$ cat config.mk
export PLATFORM = sky130hd
export DESIGN_NAME = psrl_link
export DESIGN_NICKNAME = d
export VERILOG_FILES = /design/src/hdl/psrl_pkg.sv /design/src/hdl/psrl_chan_tx.sv /design/src/hdl/psrl_chan_rx.sv /design/src/hdl/psrl_link.sv
export SDC_FILE = /design/constraint.sdc
export NUM_CORES = 2
export LEC_CHECK = 0
export ABC_CLOCK_PERIOD_IN_PS = 8000
export BUFFER_PORTS_ARGS = -buffer_cell sky130_fd_sc_hd__buf_2
export CAP_MARGIN = 20
export CORE_MARGIN = 2
export CORE_UTILIZATION = 40
export CTS_BUF_LIST = sky130_fd_sc_hd__clkbuf_16
export DETAILED_ROUTE_END_ITERATION = 6
export GPL_TIMING_DRIVEN = 0
export PLACE_DENSITY_LB_ADDON = 0.08
export SLEW_MARGIN = 30
export SYNTH_ARGS = -nofsm -noshare
export SYNTH_HDL_FRONTEND = slang
export SYNTH_HIERARCHICAL = 1
export SYNTH_SLANG_ARGS = --single-unit
$ cat constraint.sdc
create_clock -name clk -period 8 [get_ports clk]
set_input_delay 1.6 -clock clk [delete_from_list [all_inputs] [get_ports clk]]
set_output_delay 1.6 -clock clk [all_outputs]
set_load 0.01 [all_outputs]
$ cat src/hdl/psrl_pkg.sv
// Shared constants, carrier types and the frame CRC for the peer status ring link.
// Assumes a single 250 MHz clock domain and an APB master with 32-bit data.
package psrl_pkg;

	// ==========================================================
	// Timing
	localparam int CLK_HZ = 250_000_000;
	localparam int RATE_FAST_BPS = 128_000;
	localparam int RATE_SLOW_BPS = 64_000;
	localparam logic [11:0] BIT_FAST_CYC = 12'(CLK_HZ / RATE_FAST_BPS);
	localparam logic [11:0] BIT_SLOW_CYC = 12'(CLK_HZ / RATE_SLOW_BPS);
	localparam int INTEGRITY_MS = 1000;
	localparam int INTEGRITY_CYC = (CLK_HZ / 1000) * INTEGRITY_MS;
	localparam int OFFLINE_MS = 3000;
	localparam int OFFLINE_CYC = (CLK_HZ / 1000) * OFFLINE_MS;
	localparam int RING_MS = 2000;
	localparam int RING_CYC = (CLK_HZ / 1000) * RING_MS;

	// ==========================================================
	// Register map
	localparam logic [7:0] CTRL_OFS = 8'h00;
	localparam logic [7:0] STAT_OFS = 8'h04;
	localparam logic [7:0] IRQ_STAT_OFS = 8'h08;
	localparam logic [7:0] IRQ_MASK_OFS = 8'h0c;
	localparam logic [1:0] PEER_PAGE = 2'h1;
	localparam int CTRL_RING_BIT = 0;
	localparam int CTRL_FAST_BIT = 1;
	localparam int CTRL_CROSS_BIT = 2;
	localparam int CTRL_ID_LSB = 4;
	localparam logic [31:0] CTRL_WMASK = 32'h0000_00f7;
	localparam logic [31:0] CTRL_RST = 32'h0000_0000;
	localparam logic [3:0] IRQ_MASK_RST = 4'h0;
	localparam int IRQ_RING_BIT = 0;
	localparam int IRQ_OFF_BIT = 1;
	localparam int IRQ_CRC_BIT = 2;
	localparam int IRQ_RX_BIT = 3;
	localparam int STAT_OFF_LSB = 16;

	// ==========================================================
	// Frame and carriers
	localparam int PEERS = 16;
	localparam int MSG_W = 20;
	localparam int FRAME_W = MSG_W + 32;
	localparam logic [31:0] CRC_POLY = 32'h04c1_1db7;
	localparam logic [31:0] CRC_INIT = 32'hffff_ffff;

	typedef struct packed {
		logic [3:0] sender_identifier;
		logic [15:0] status;
	} psrl_msg_t;

	typedef struct packed {
		logic psel;
		logic penable;
		logic pwrite;
		logic [7:0] paddr;
		logic [31:0] pwdata;
	} psrl_apb_req_t;

	function automatic logic [31:0] psrl_crc(input psrl_msg_t m);
		logic [31:0] c;
		logic [MSG_W-1:0] d;
		c = CRC_INIT;
		d = m;
		for (int i = MSG_W - 1; i >= 0; i--) begin
			c = {c[30:0], 1'b0} ^ ((c[31] ^ d[i]) ? CRC_POLY : 32'h0000_0000);
		end
		return c;
	endfunction

endpackage

$ cat src/hdl/psrl_chan_tx.sv
// One channel transmitter: start bit, message, CRC, stop bit; line idles high.
// Assumes bit_cyc is stable while a frame is on the line.
`timescale 1ns/1ps
module psrl_chan_tx (
	input wire logic clk,
	input wire logic rst_b,
	input wire logic [11:0] bit_cyc,
	input psrl_pkg::psrl_msg_t msg,
	input wire logic msg_valid,
	output logic msg_ready,
	output logic tx_line
);
	import psrl_pkg::*;

	typedef enum logic {TX_IDLE = 1'b0, TX_SEND = 1'b1} psrl_tx_st_t;

	psrl_tx_st_t st_r, st_nxt;
	logic [FRAME_W:0] sh_r, sh_nxt;
	logic [5:0] nbit_r, nbit_nxt;
	logic [11:0] cnt_r, cnt_nxt;
	logic line_nxt;

	assign msg_ready = (st_r == TX_IDLE);

	always_comb begin
		st_nxt = st_r;
		sh_nxt = sh_r;
		nbit_nxt = nbit_r;
		cnt_nxt = cnt_r;
		line_nxt = tx_line;
		unique case (st_r)
			TX_IDLE: begin
				if (msg_valid) begin
					st_nxt = TX_SEND;
					line_nxt = 1'b0;
					sh_nxt = {msg, psrl_crc(msg), 1'b1};
					nbit_nxt = 6'(FRAME_W + 1);
					cnt_nxt = bit_cyc - 12'h001;
				end
			end
			TX_SEND: begin
				if (cnt_r != 12'h000) begin
					cnt_nxt = cnt_r - 12'h001;
				end else if (nbit_r == 6'h00) begin
					st_nxt = TX_IDLE;
				end else begin
					line_nxt = sh_r[FRAME_W];
					sh_nxt = {sh_r[FRAME_W-1:0], 1'b1};
					nbit_nxt = nbit_r - 6'h01;
					cnt_nxt = bit_cyc - 12'h001;
				end
			end
		endcase
	end

	always_ff @(posedge clk) begin
		if (!rst_b) begin
			st_r <= TX_IDLE;
			sh_r <= '0;
			nbit_r <= 6'h00;
			cnt_r <= 12'h000;
			tx_line <= 1'b1;
		end else begin
			st_r <= st_nxt;
			sh_r <= sh_nxt;
			nbit_r <= nbit_nxt;
			cnt_r <= cnt_nxt;
			tx_line <= line_nxt;
		end
	end
endmodule

$ cat src/hdl/psrl_chan_rx.sv
// One channel receiver: mid-bit sampling, CRC and stop-bit check.
// Assumes the far end uses the same bit period and framing as psrl_chan_tx.
`timescale 1ns/1ps
module psrl_chan_rx (
	input wire logic clk,
	input wire logic rst_b,
	input wire logic [11:0] bit_cyc,
	input wire logic rx_line,
	output psrl_pkg::psrl_msg_t msg,
	output logic msg_valid,
	output logic crc_err
);
	import psrl_pkg::*;

	typedef enum logic [1:0] {RX_IDLE = 2'b00, RX_START = 2'b01, RX_DATA = 2'b11} psrl_rx_st_t;

	psrl_rx_st_t st_r, st_nxt;
	logic [FRAME_W-1:0] sh_r, sh_nxt;
	logic [5:0] nbit_r, nbit_nxt;
	logic [11:0] cnt_r, cnt_nxt;
	logic [FRAME_W:0] full;
	psrl_msg_t msg_nxt;
	logic valid_nxt, err_nxt;

	assign full = {sh_r, rx_line};

	always_comb begin
		st_nxt = st_r;
		sh_nxt = sh_r;
		nbit_nxt = nbit_r;
		cnt_nxt = cnt_r;
		msg_nxt = msg;
		valid_nxt = 1'b0;
		err_nxt = 1'b0;
		unique case (st_r)
			RX_IDLE: begin
				if (!rx_line) begin
					st_nxt = RX_START;
					cnt_nxt = bit_cyc >> 1;
				end
			end
			RX_START: begin
				if (cnt_r != 12'h000) begin
					cnt_nxt = cnt_r - 12'h001;
				end else if (!rx_line) begin
					st_nxt = RX_DATA;
					nbit_nxt = 6'h00;
					cnt_nxt = bit_cyc - 12'h001;
				end else begin
					// Glitch, not a start bit
					st_nxt = RX_IDLE;
				end
			end
			RX_DATA: begin
				if (cnt_r != 12'h000) begin
					cnt_nxt = cnt_r - 12'h001;
				end else if (nbit_r == 6'(FRAME_W)) begin
					// Stop bit sampled: frame complete
					st_nxt = RX_IDLE;
					if (full[0] && full[32:1] == psrl_crc(full[FRAME_W:33])) begin
						msg_nxt = full[FRAME_W:33];
						valid_nxt = 1'b1;
					end else begin
						err_nxt = 1'b1;
					end
				end else begin
					sh_nxt = full[FRAME_W-1:0];
					nbit_nxt = nbit_r + 6'h01;
					cnt_nxt = bit_cyc - 12'h001;
				end
			end
			default: begin
				st_nxt = RX_IDLE;
			end
		endcase
	end

	always_ff @(posedge clk) begin
		if (!rst_b) begin
			st_r <= RX_IDLE;
			sh_r <= '0;
			nbit_r <= 6'h00;
			cnt_r <= 12'h000;
			msg <= '0;
			msg_valid <= 1'b0;
			crc_err <= 1'b0;
		end else begin
			st_r <= st_nxt;
			sh_r <= sh_nxt;
			nbit_r <= nbit_nxt;
			cnt_r <= cnt_nxt;
			msg <= msg_nxt;
			msg_valid <= valid_nxt;
			crc_err <= err_nxt;
		end
	end
endmodule

$ cat src/hdl/psrl_link.sv
// Peer status ring link: APB registers, message scheduling, forwarding and
// ring/peer supervision over two serial channels.
// Assumes one 250 MHz clock, synchronous inputs and a synchronous active-low reset.
`timescale 1ns/1ps

// Operation
// - On a dual-channel card every own message is queued on both channels at once and sent on each when it is free.
// - On a single-channel card own messages go out on the first channel only.
// - A received message whose sender is not this node is forwarded onward.
// - With no status change an integrity message still goes out at least every 1000 ms.
// - Changed status is queued in the same scan strobe, sent as soon as the channel is free.
// - In ring mode own messages must come back, otherwise the ring-break flag rises.
// - Each of 16 peers except this node itself has an offline flag set when its messages stop arriving.
// - Every own message carries the configured sender identifier; identifiers are unique per ring.
// - The 128 kbps rate is selectable only on fibre cards; other cards run at 64 kbps.
// - Both channels of a dual card share one link rate.
// - G.703 and RS422 cards are fixed at 64 kbps whatever the rate setting.
// - With channel_cross_link on a dual card, traffic received on one channel is sent on the other.
// - Incoming messages are checked with a 32-bit CRC and rejected when it fails.
module psrl_link #(
	parameter int INTEGRITY_CYC = psrl_pkg::INTEGRITY_CYC,
	parameter int OFFLINE_CYC = psrl_pkg::OFFLINE_CYC,
	parameter int RING_CYC = psrl_pkg::RING_CYC
) (
	input wire logic clk,
	input wire logic rst_b,
	input psrl_pkg::psrl_apb_req_t apb_req,
	output logic pready,
	output logic [31:0] prdata,
	output logic pslverr,
	output logic irq,
	input wire logic card_dual,
	input wire logic card_fiber,
	input wire logic scan_strobe,
	input wire logic [15:0] status_in,
	output logic [1:0] tx_line,
	input wire logic [1:0] rx_line,
	output logic ring_break,
	output logic [15:0] peer_offline
);
	import psrl_pkg::*;

	localparam int IW = $clog2(INTEGRITY_CYC + 1);
	localparam int OW = $clog2(OFFLINE_CYC + 1);
	localparam int RW = $clog2(RING_CYC + 1);

	// ==========================================================
	// Declarations
	logic [31:0] ctrl_r, ctrl_nxt;
	logic [3:0] mask_r, mask_nxt;
	logic [3:0] istat_r, istat_nxt;
	logic pready_nxt, pslverr_nxt, irq_nxt;
	logic [31:0] prdata_nxt;
	logic ring_en, cross_en;
	logic [3:0] own_id;
	logic [11:0] bit_cyc_r, bit_cyc_nxt;
	psrl_msg_t own_msg_r, own_msg_nxt;
	logic [15:0] last_sent_r, last_sent_nxt;
	logic [IW-1:0] integ_r, integ_nxt;
	logic [1:0] own_pend_r, own_pend_nxt;
	logic [1:0] fwd_pend_r, fwd_pend_nxt;
	psrl_msg_t fwd_msg_r [2];
	psrl_msg_t fwd_msg_nxt [2];
	logic send_own;
	logic [1:0] tx_valid, tx_ready, tx_go, ch_on;
	psrl_msg_t tx_msg [2];
	psrl_msg_t rx_msg [2];
	logic [1:0] rx_v, rx_err;
	logic [15:0] peer_stat_r [PEERS];
	logic [15:0] peer_stat_nxt [PEERS];
	logic [OW-1:0] off_cnt_r [PEERS];
	logic [OW-1:0] off_cnt_nxt [PEERS];
	logic [15:0] offline_nxt;
	logic [RW-1:0] ring_cnt_r, ring_cnt_nxt;
	logic ring_break_nxt, ring_seen;
	logic [3:0] ev;

	assign ring_en = ctrl_r[CTRL_RING_BIT];
	assign cross_en = ctrl_r[CTRL_CROSS_BIT] & card_dual;
	assign own_id = ctrl_r[CTRL_ID_LSB +: 4];
	assign ch_on = {card_dual, 1'b1};

	// ==========================================================
	// Channels
	generate
		for (genvar c = 0; c < 2; c++) begin : g_ch
			assign tx_valid[c] = own_pend_r[c] | fwd_pend_r[c];
			assign tx_msg[c] = own_pend_r[c] ? own_msg_r : fwd_msg_r[c];
			assign tx_go[c] = tx_valid[c] & tx_ready[c];
			psrl_chan_tx u_tx (
				.clk(clk),
				.rst_b(rst_b),
				.bit_cyc(bit_cyc_r),
				.msg(tx_msg[c]),
				.msg_valid(tx_valid[c]),
				.msg_ready(tx_ready[c]),
				.tx_line(tx_line[c])
			);
			psrl_chan_rx u_rx (
				.clk(clk),
				.rst_b(rst_b),
				.bit_cyc(bit_cyc_r),
				.rx_line(rx_line[c]),
				.msg(rx_msg[c]),
				.msg_valid(rx_v[c]),
				.crc_err(rx_err[c])
			);
		end
	endgenerate

	// ==========================================================
	// Message scheduling
	always_comb begin
		// Only fibre cards may run fast; all others stay at the slow rate
		bit_cyc_nxt = (ctrl_r[CTRL_FAST_BIT] && card_fiber) ? BIT_FAST_CYC : BIT_SLOW_CYC;
		send_own = (scan_strobe && status_in != last_sent_r)
			|| integ_r == IW'(INTEGRITY_CYC - 1);
		integ_nxt = send_own ? '0 : integ_r + 1'b1;
		last_sent_nxt = send_own ? status_in : last_sent_r;
		own_msg_nxt = own_msg_r;
		if (send_own) begin
			own_msg_nxt.sender_identifier = own_id;
			own_msg_nxt.status = status_in;
		end
		own_pend_nxt = own_pend_r;
		fwd_pend_nxt = fwd_pend_r;
		fwd_msg_nxt = fwd_msg_r;
		for (int c = 0; c < 2; c++) begin
			if (tx_go[c] && own_pend_r[c]) begin
				own_pend_nxt[c] = 1'b0;
			end else if (tx_go[c]) begin
				fwd_pend_nxt[c] = 1'b0;
			end
			// New request wins over the completion clear
			if (send_own && ch_on[c]) begin
				own_pend_nxt[c] = 1'b1;
			end
		end
		for (int c = 0; c < 2; c++) begin
			// Bandwidth limit: an unsent forward slot is overwritten by the newest
			if (rx_v[c] && ch_on[c] && rx_msg[c].sender_identifier != own_id) begin
				if (cross_en) begin
					fwd_pend_nxt[1-c] = 1'b1;
					fwd_msg_nxt[1-c] = rx_msg[c];
				end else begin
					fwd_pend_nxt[c] = 1'b1;
					fwd_msg_nxt[c] = rx_msg[c];
				end
			end
		end
	end

	always_ff @(posedge clk) begin
		if (!rst_b) begin
			bit_cyc_r <= BIT_SLOW_CYC;
			integ_r <= '0;
			last_sent_r <= 16'h0000;
			own_msg_r <= '0;
			own_pend_r <= 2'h0;
			fwd_pend_r <= 2'h0;
			fwd_msg_r <= '{default: '0};
		end else begin
			bit_cyc_r <= bit_cyc_nxt;
			integ_r <= integ_nxt;
			last_sent_r <= last_sent_nxt;
			own_msg_r <= own_msg_nxt;
			own_pend_r <= own_pend_nxt;
			fwd_pend_r <= fwd_pend_nxt;
			fwd_msg_r <= fwd_msg_nxt;
		end
	end

	// ==========================================================
	// Ring and peer supervision
	always_comb begin
		peer_stat_nxt = peer_stat_r;
		off_cnt_nxt = off_cnt_r;
		offline_nxt = peer_offline;
		ring_seen = 1'b0;
		ev = 4'h0;
		for (int p = 0; p < PEERS; p++) begin
			if (off_cnt_r[p] != OW'(OFFLINE_CYC - 1)) begin
				off_cnt_nxt[p] = off_cnt_r[p] + 1'b1;
			end else begin
				offline_nxt[p] = 1'b1;
			end
		end
		for (int c = 0; c < 2; c++) begin
			if (rx_v[c] && ch_on[c]) begin
				ev[IRQ_RX_BIT] = 1'b1;
				if (rx_msg[c].sender_identifier == own_id) begin
					ring_seen = 1'b1;
				end else begin
					peer_stat_nxt[rx_msg[c].sender_identifier] = rx_msg[c].status;
					off_cnt_nxt[rx_msg[c].sender_identifier] = '0;
					offline_nxt[rx_msg[c].sender_identifier] = 1'b0;
				end
			end
			if (rx_err[c] && ch_on[c]) begin
				ev[IRQ_CRC_BIT] = 1'b1;
			end
		end
		// This node never supervises itself
		off_cnt_nxt[own_id] = '0;
		offline_nxt[own_id] = 1'b0;
		ring_cnt_nxt = ring_cnt_r;
		ring_break_nxt = ring_break;
		if (!ring_en) begin
			ring_cnt_nxt = '0;
			ring_break_nxt = 1'b0;
		end else if (ring_seen) begin
			ring_cnt_nxt = '0;
			ring_break_nxt = 1'b0;
		end else if (ring_cnt_r == RW'(RING_CYC - 1)) begin
			ring_break_nxt = 1'b1;
		end else begin
			ring_cnt_nxt = ring_cnt_r + 1'b1;
		end
		ev[IRQ_RING_BIT] = ring_break_nxt & ~ring_break;
		ev[IRQ_OFF_BIT] = |(offline_nxt & ~peer_offline);
	end

	always_ff @(posedge clk) begin
		if (!rst_b) begin
			peer_stat_r <= '{default: 16'h0000};
			off_cnt_r <= '{default: '0};
			peer_offline <= 16'h0000;
			ring_cnt_r <= '0;
			ring_break <= 1'b0;
		end else begin
			peer_stat_r <= peer_stat_nxt;
			off_cnt_r <= off_cnt_nxt;
			peer_offline <= offline_nxt;
			ring_cnt_r <= ring_cnt_nxt;
			ring_break <= ring_break_nxt;
		end
	end

	// ==========================================================
	// APB slave and interrupt
	always_comb begin
		logic acc, commit;
		acc = apb_req.psel & apb_req.penable & ~pready;
		commit = apb_req.psel & apb_req.penable & pready & apb_req.pwrite;
		pready_nxt = acc;
		prdata_nxt = 32'h0000_0000;
		pslverr_nxt = 1'b0;
		ctrl_nxt = ctrl_r;
		mask_nxt = mask_r;
		istat_nxt = istat_r;
		if (apb_req.paddr[7:6] == PEER_PAGE) begin
			prdata_nxt = {16'h0000, peer_stat_r[apb_req.paddr[5:2]]};
		end else begin
			unique case (apb_req.paddr)
				CTRL_OFS: prdata_nxt = ctrl_r;
				STAT_OFS: prdata_nxt = {peer_offline, 14'h0000, |peer_offline, ring_break};
				IRQ_STAT_OFS: prdata_nxt = {28'h0000000, istat_r};
				IRQ_MASK_OFS: prdata_nxt = {28'h0000000, mask_r};
				default: pslverr_nxt = acc;
			endcase
		end
		if (!acc || apb_req.pwrite) begin
			prdata_nxt = 32'h0000_0000;
		end
		if (commit) begin
			if (apb_req.paddr == CTRL_OFS) begin
				ctrl_nxt = apb_req.pwdata & CTRL_WMASK;
			end
			if (apb_req.paddr == IRQ_MASK_OFS) begin
				mask_nxt = apb_req.pwdata[3:0];
			end
			if (apb_req.paddr == IRQ_STAT_OFS) begin
				istat_nxt = istat_r & ~apb_req.pwdata[3:0];
			end
		end
		// Hardware set wins over a write-one-to-clear in the same cycle
		istat_nxt = istat_nxt | ev;
		irq_nxt = |(istat_nxt & mask_nxt);
	end

	always_ff @(posedge clk) begin
		if (!rst_b) begin
			ctrl_r <= CTRL_RST;
			mask_r <= IRQ_MASK_RST;
			istat_r <= 4'h0;
			pready <= 1'b0;
			prdata <= 32'h0000_0000;
			pslverr <= 1'b0;
			irq <= 1'b0;
		end else begin
			ctrl_r <= ctrl_nxt;
			mask_r <= mask_nxt;
			istat_r <= istat_nxt;
			pready <= pready_nxt;
			prdata <= prdata_nxt;
			pslverr <= pslverr_nxt;
			irq <= irq_nxt;
		end
	end
endmodule

# Yosys cells after proc, flatten, opt, wreduce, memory -nomap -nowiden
# Cells that the tools add are included.
# word_totals
register_bits	1270
mem_bits_rw	0
latch_bits	0
wordCells	702
memories	0
output_inout_bits	54
mem_bits_ro	0
# op_classes
n_eq_ne	59
shifts	0
div_mod_pow	0
n_reduce_logical	60
mul	0
bitwise	200
addsub	27
n_mux	263
n_lt_le_gt_ge	13
# op_table
operator	n
32-bit XOR	76
27-bit two-way mux	80
480-bit two-way mux	4
480-bit bitwise AND	3
480-bit NOT	3
256-bit two-way mux	4
30-bit two-way mux	19
256-bit bitwise mux	2
30-bit by 1-bit adder with 30-bit output, second input constant	16
30-bit != test, second input constant	16
30-bit demux with 4-bit select	3
53-bit two-way mux	6
53-bit one-hot mux with 2 select lines	2
12-bit two-way mux	17
16-bit two-way mux	9
16-bit demux with 4-bit select	2
32-bit one-hot mux with 4 select lines	1
31-bit NOT	4
20-bit two-way mux	6
6-bit two-way mux	14
40-bit two-way mux	2
1-bit XOR	76
12-bit one-hot mux with 3 select lines	2
16-bit bitwise AND	4
other kinds (59)	251

# Longest topological paths before layout
# depth
word_depth	62
mapped_depth	12

# By module
# Netlist, hierarchy kept.
# modules_own_cells
module	seq_area_each_um2	cells_each	instances	area_each_um2
psrl_link	18537.8	4927	1	44187.4
psrl_chan_rx	1881.8	707	2	6398.6
psrl_chan_tx	1461.4	605	2	5111.2

# Worst setup path after synthesis
# No wires, ideal clock.
# synth_path
kind	input-to-reg
start	input port apb_req[34] (netlist bit)
end	register prdata[4]
setup_slack_ps	4165
path_buffers	2
t_arrival_ps	3718
required_ps	7883
cell_stages	5
cell_sequence	clkbuf_1 -> buf_1 -> mux4_2 -> mux4_2 -> a32o_1
# synth_via
elab_chain_len	5
# synth_rtl
element	line_no	source
from (decl)	psrl_link.sv:27	input psrl_pkg::psrl_apb_req_t apb_req,
4-bit NOT with 5-bit output (implied by the code)	psrl_link.sv:252	prdata_nxt = {16'h0000, peer_stat_r[apb_req.paddr[5:2]]};
16-bit binary-select mux with 4-bit select	psrl_link.sv:252	
16-bit two-way mux (implied by the code) (2 in series)	psrl_link.sv:252	
16-bit two-way mux *	psrl_link.sv:251	if (apb_req.paddr[7:6] == PEER_PAGE) begin
to (signal assigned)	psrl_link.sv:295	prdata <= prdata_nxt;
to (decl)	psrl_link.sv:29	output logic [31:0] prdata,
# Mark *: on every way between the ends. The rest lies on a longest branch, timed or not. The select of a mux whose other input is x is not followed.
# A chain may end at the register's enable or synchronous reset.

# Final worst setup path
# layout_path
start	input port rst_b
end	register prdata[27]
# layout_via
elab_chain_len	2
# layout_rtl
element	line_no	source
from (decl)	psrl_link.sv:26	input wire logic rst_b,
1-bit NOT (no source line)	--	
3-bit OR reduction (no source line)	--	
# No other way between the ends.

==> results.json <==
{
  "n_antenna_cell": 0,
  "cp.required_ps": 8740,
  "synth_edf_count": 0,
  "maxCapViolations": 0,
  "crit-reg2reg-launch": "g_ch[1].u_rx/sh_r[42]$_SDFFE_PN0P_",
  "core_mm2": 0.167,
  "fin_skew_ps": 33.5,
  "yosysSeqAreaShare_pct": 37.5,
  "holdCritPathClass": "flop to flop",
  "antenna_found_initial": 16,
  "vdd_drop_max_v": 0.000228,
  "setup_viol": 0,
  "dieArea_mm2": 0.171,
  "ys_types": 95,
  "rr_worst_depth": 11,
  "dpl_cell_area_mm2": 0.0708,
  "grt_pass1_vias": 52400,
  "clock_latency_ps": 810,
  "ys.flop_type": "dfxtp_1",
  "synth-seq-cells": 1260,
  "first_iter_violations": 4007,
  "endpoint_kind": "flop",
  "track_usage_pct": 23.1,
  "final_util_pct": 45.2,
  "place.gp.congestion": 0.920,
  "rows": 150,
  "syn_avg_cell_area_um2": 8.90,
  "path_clk_slew_ps": 60,
  "worst-path-max-fanout": 20,
  "drt_wl_total_um": 202000,
  "worstReg2RegEnd": "g_ch[1].u_rx/msg[3]$_SDFFE_PN0P_",
  "worstPathArrival_ps": 5270,
  "htree_levels": 4,
  "grt_pass1_wl_um": 312000,
  "reg2reg_slack_ps": 4080,
  "synthCells": 7551,
  "fmax_ghz": 0.221,
  "cts_hold_buf": 0,
  "num-fill-cells": 16400,
  "worst_pin_slew_ps": 1120,
  "synth_top_area_share_pct": 37.5,
  "viasPerCell": 5.36,
  "final_area_mm2": 0.0755,
  "hold_depth": 2,
  "io_pins": 120,
  "rsz0062_at_grt": "no",
  "report.final.slew_viol_count": 0,
  "worstHoldEndpoint": "g_ch[1].u_tx/sh_r[2]$_SDFFE_PN0P_",
  "yosysTopAreaCell": "dfxtp_1",
  "clock_path_buffers": 3,
  "ant_nets": 0,
  "post-route-drc-count": 0,
  "dp.final_hpwl_um": 153000,
  "dr_total_vias": 54700,
  "setup_tns_ps": 0,
  "syn_area_mm2": 0.0672,
  "period_needed_ps": 4530,
  "async_flop_share_pct": 0,
  "yosysWarnings": 6,
  "port_buffers": 91,
  "cts_resized": 0,
  "status": "finished clean",
  "post-cts-setup-buffer-count": 0,
  "drtPass1Iterations": 5,
  "die_h_um": 414,
  "period_share_pct": 56.7,
  "cp-start-kind": "primary input",
  "critPathKind": "primary input to flop",
  "hold_path_startpoint": "g_ch[1].u_tx/sh_r[2]$_SDFFE_PN0P_",
  "start_util_pct": 40.2,
  "finalHoldViolCount": 0,
  "wl_per_cell_um": 19.8,
  "synthTopCellsByArea": "dfxtp_1, xnor2_1, nor2_1",
  "drive_gt1_share_pct": 8.09,
  "cts.sinks": 1260,
  "leakagePower_nw": 28.2,
  "cts_tree": "done",
  "clock-root-buffer": "clkbuf_16",
  "gr-total-overflow": 0,
  "grt_max_degree": 39,
  "power-per-cell-area_mw_per_mm2": 186,
  "fin_nets": 7974,
  "area_growth_pct": 12.4,
  "slew_headroom_pct": 24.5,
  "die_x_um": 414,
  "numCtsBuffers": 149
}
## metrics by stage
stage / hold slack (ps) / power (W) / setup WS, ps / instances
after detailed placement: 444 / 0.00760 / 2670 / 9929
after floorplan: 399 / 0.00732 / 4160 / 7631
final: 450 / 0.0141 / 3470 / 10200
after global placement: 436 / 0.00759 / 2440 / 9926
after CTS: 452 / 0.0143 / 3550 / 10200
after global routing: 465 / 0.0146 / 3300 / 10200
## placed cells by master (no fill, tap or decap), types with 25 or more instances in the layout
| master | instances |
|---|---|
| nand3_1 | 272 |
| or3_1 | 78 |
| mux2_2 | 42 |
| and2_1 | 51 |
| o31ai_1 | 45 |
| and3_1 | 111 |
| nand4_1 | 188 |
| nor2b_1 | 42 |
| and4_1 | 41 |
| dfxtp_1 | 1258 |
| nand2b_1 | 33 |
| buf_1 | 34 |
| clkbuf_16 | 150 |
| xor2_1 | 404 |
| o21ai_0 | 160 |
| nor2_1 | 1119 |
| nor3_1 | 105 |
| clkbuf_1 | 372 |
| nor4b_1 | 36 |
| conb_1 | 82 |
| ha_1 | 32 |
| clkinv_1 | 39 |
| a21oi_1 | 241 |
| nand2_1 | 628 |
| inv_1 | 130 |
| nor4_1 | 72 |
| xnor3_1 | 70 |
| a21boi_1 | 42 |
| mux2i_1 | 398 |
| or4_1 | 25 |
| a21boi_0 | 106 |
| mux4_2 | 82 |
| a211oi_1 | 356 |
| xnor2_1 | 568 |
| buf_2 | 158 |
## critical path, stage by stage
cell,delay [ps]
buf_2,670
nand4b_1,620
nor2_1,890
nand2_1,300
nor4b_4,650
clkbuf_1,340
and2_1,170
## synth_stat cells (51+ instances only)
| cell type | count |
|---|---|
| a21oi_1 | 241 |
| xnor3_1 | 70 |
| a211oi_1 | 357 |
| buf_2 | 61 |
| mux2i_1 | 398 |
| nand3_1 | 272 |
| nand2_1 | 628 |
| inv_1 | 96 |
| dfxtp_1 | 1260 |
| xnor2_1 | 568 |
| and2_1 | 51 |
| nor3_1 | 105 |
| xor2_1 | 404 |
| nor4_1 | 76 |
| or3_1 | 78 |
| a21boi_0 | 106 |
| clkbuf_1 | 375 |
| mux4_2 | 82 |
| nor2_1 | 1119 |
| and3_1 | 111 |
| o21ai_0 | 161 |
| nand4_1 | 188 |
## final cells by class
cell class | count | area, µm² | area share [%]
repair buffers | 94 | 495 | 0.656
plain buffers | 509 | 2170 | 2.87
well taps | 2204 | 2760 | 3.65
multi-input cells | 5764 | 39800 | 52.7
inverters | 98 | 368 | 0.487
clock buffers | 150 | 3750 | 4.97
clock inverters | 118 | 930 | 1.23
flip-flops and latches | 1260 | 25200 | 33.4
## power by group
group / switching, W / internal [W]
Sequential: 0.0000843 / 0.00638
Clock: 0.00285 / 0.00375
Combinational: 0.000620 / 0.000387
Total: 0.00356 / 0.0105
## layer usage
| layer | share of wire, % | GRT usage, % | vias to the layer above | wire length, µm |
|---|---|---|---|---|
| li1 | - | - | 26900 | - |
| met1 | 48 | 31.9 | 26300 | 95800 |
| met2 | 45 | 37.1 | 1100 | 91100 |
| met3 | 4.4 | 3.53 | 276 | 8870 |
| met4 | 2.9 | 7.12 | 10 | 5810 |
| met5 | 0.029 | 0 | - | 58 |
## how the worst max path moves through the flow
stage / slack (ps) / endpoint / start / cells past startpoint
floorplan: 4160 / prdata[4]$_SDFF_PP0_ / apb_req[34] / 5
global placement: 2440 / prdata[29]$_SDFF_PP0_ / rst_b / 7
detailed placement: 2670 / prdata[28]$_SDFF_PP0_ / rst_b / 7
CTS: 3550 / prdata[27]$_SDFF_PP0_ / rst_b / 7
global route: 3300 / prdata[30]$_SDFF_PP0_ / rst_b / 7
finish: 3470 / prdata[27]$_SDFF_PP0_ / rst_b / 7
## sequential cells by signal, indices dropped and copies added, names as in the netlist, 4 cells and up
register / flops
ring_cnt_r: 29
mask_r: 4
peer_stat_r: 256
istat_r: 4
g_ch.u_tx/nbit_r: 12
ctrl_r: 7
g_ch.u_rx/nbit_r: 12
off_cnt_r: 480
last_sent_r: 16
prdata: 32
integ_r: 28
g_ch.u_rx/sh_r: 104
g_ch.u_tx/cnt_r: 24
g_ch.u_tx/sh_r: 106
g_ch.u_rx/st_r: 4
g_ch.u_rx/cnt_r: 24
peer_offline: 16
own_msg_r: 4
fwd_msg_r: 40
g_ch.u_rx/msg: 40
## logic make-up after synthesis
logic type               after synthesis  share of synthesized area (%)
XOR/XNOR                            1102                           16.9
multiplexers                         522                           9.38
AND/OR/NAND/NOR                     2935                           21.0
AO/OA/AOI/OAI                       1091                           10.8
buffers and inverters                607                           3.76
other                                  2                         0.0112
adder cells (fa/ha/maj)               32                          0.596
flip-flops                          1260                           37.5
(Power assumes the default switching activity.)
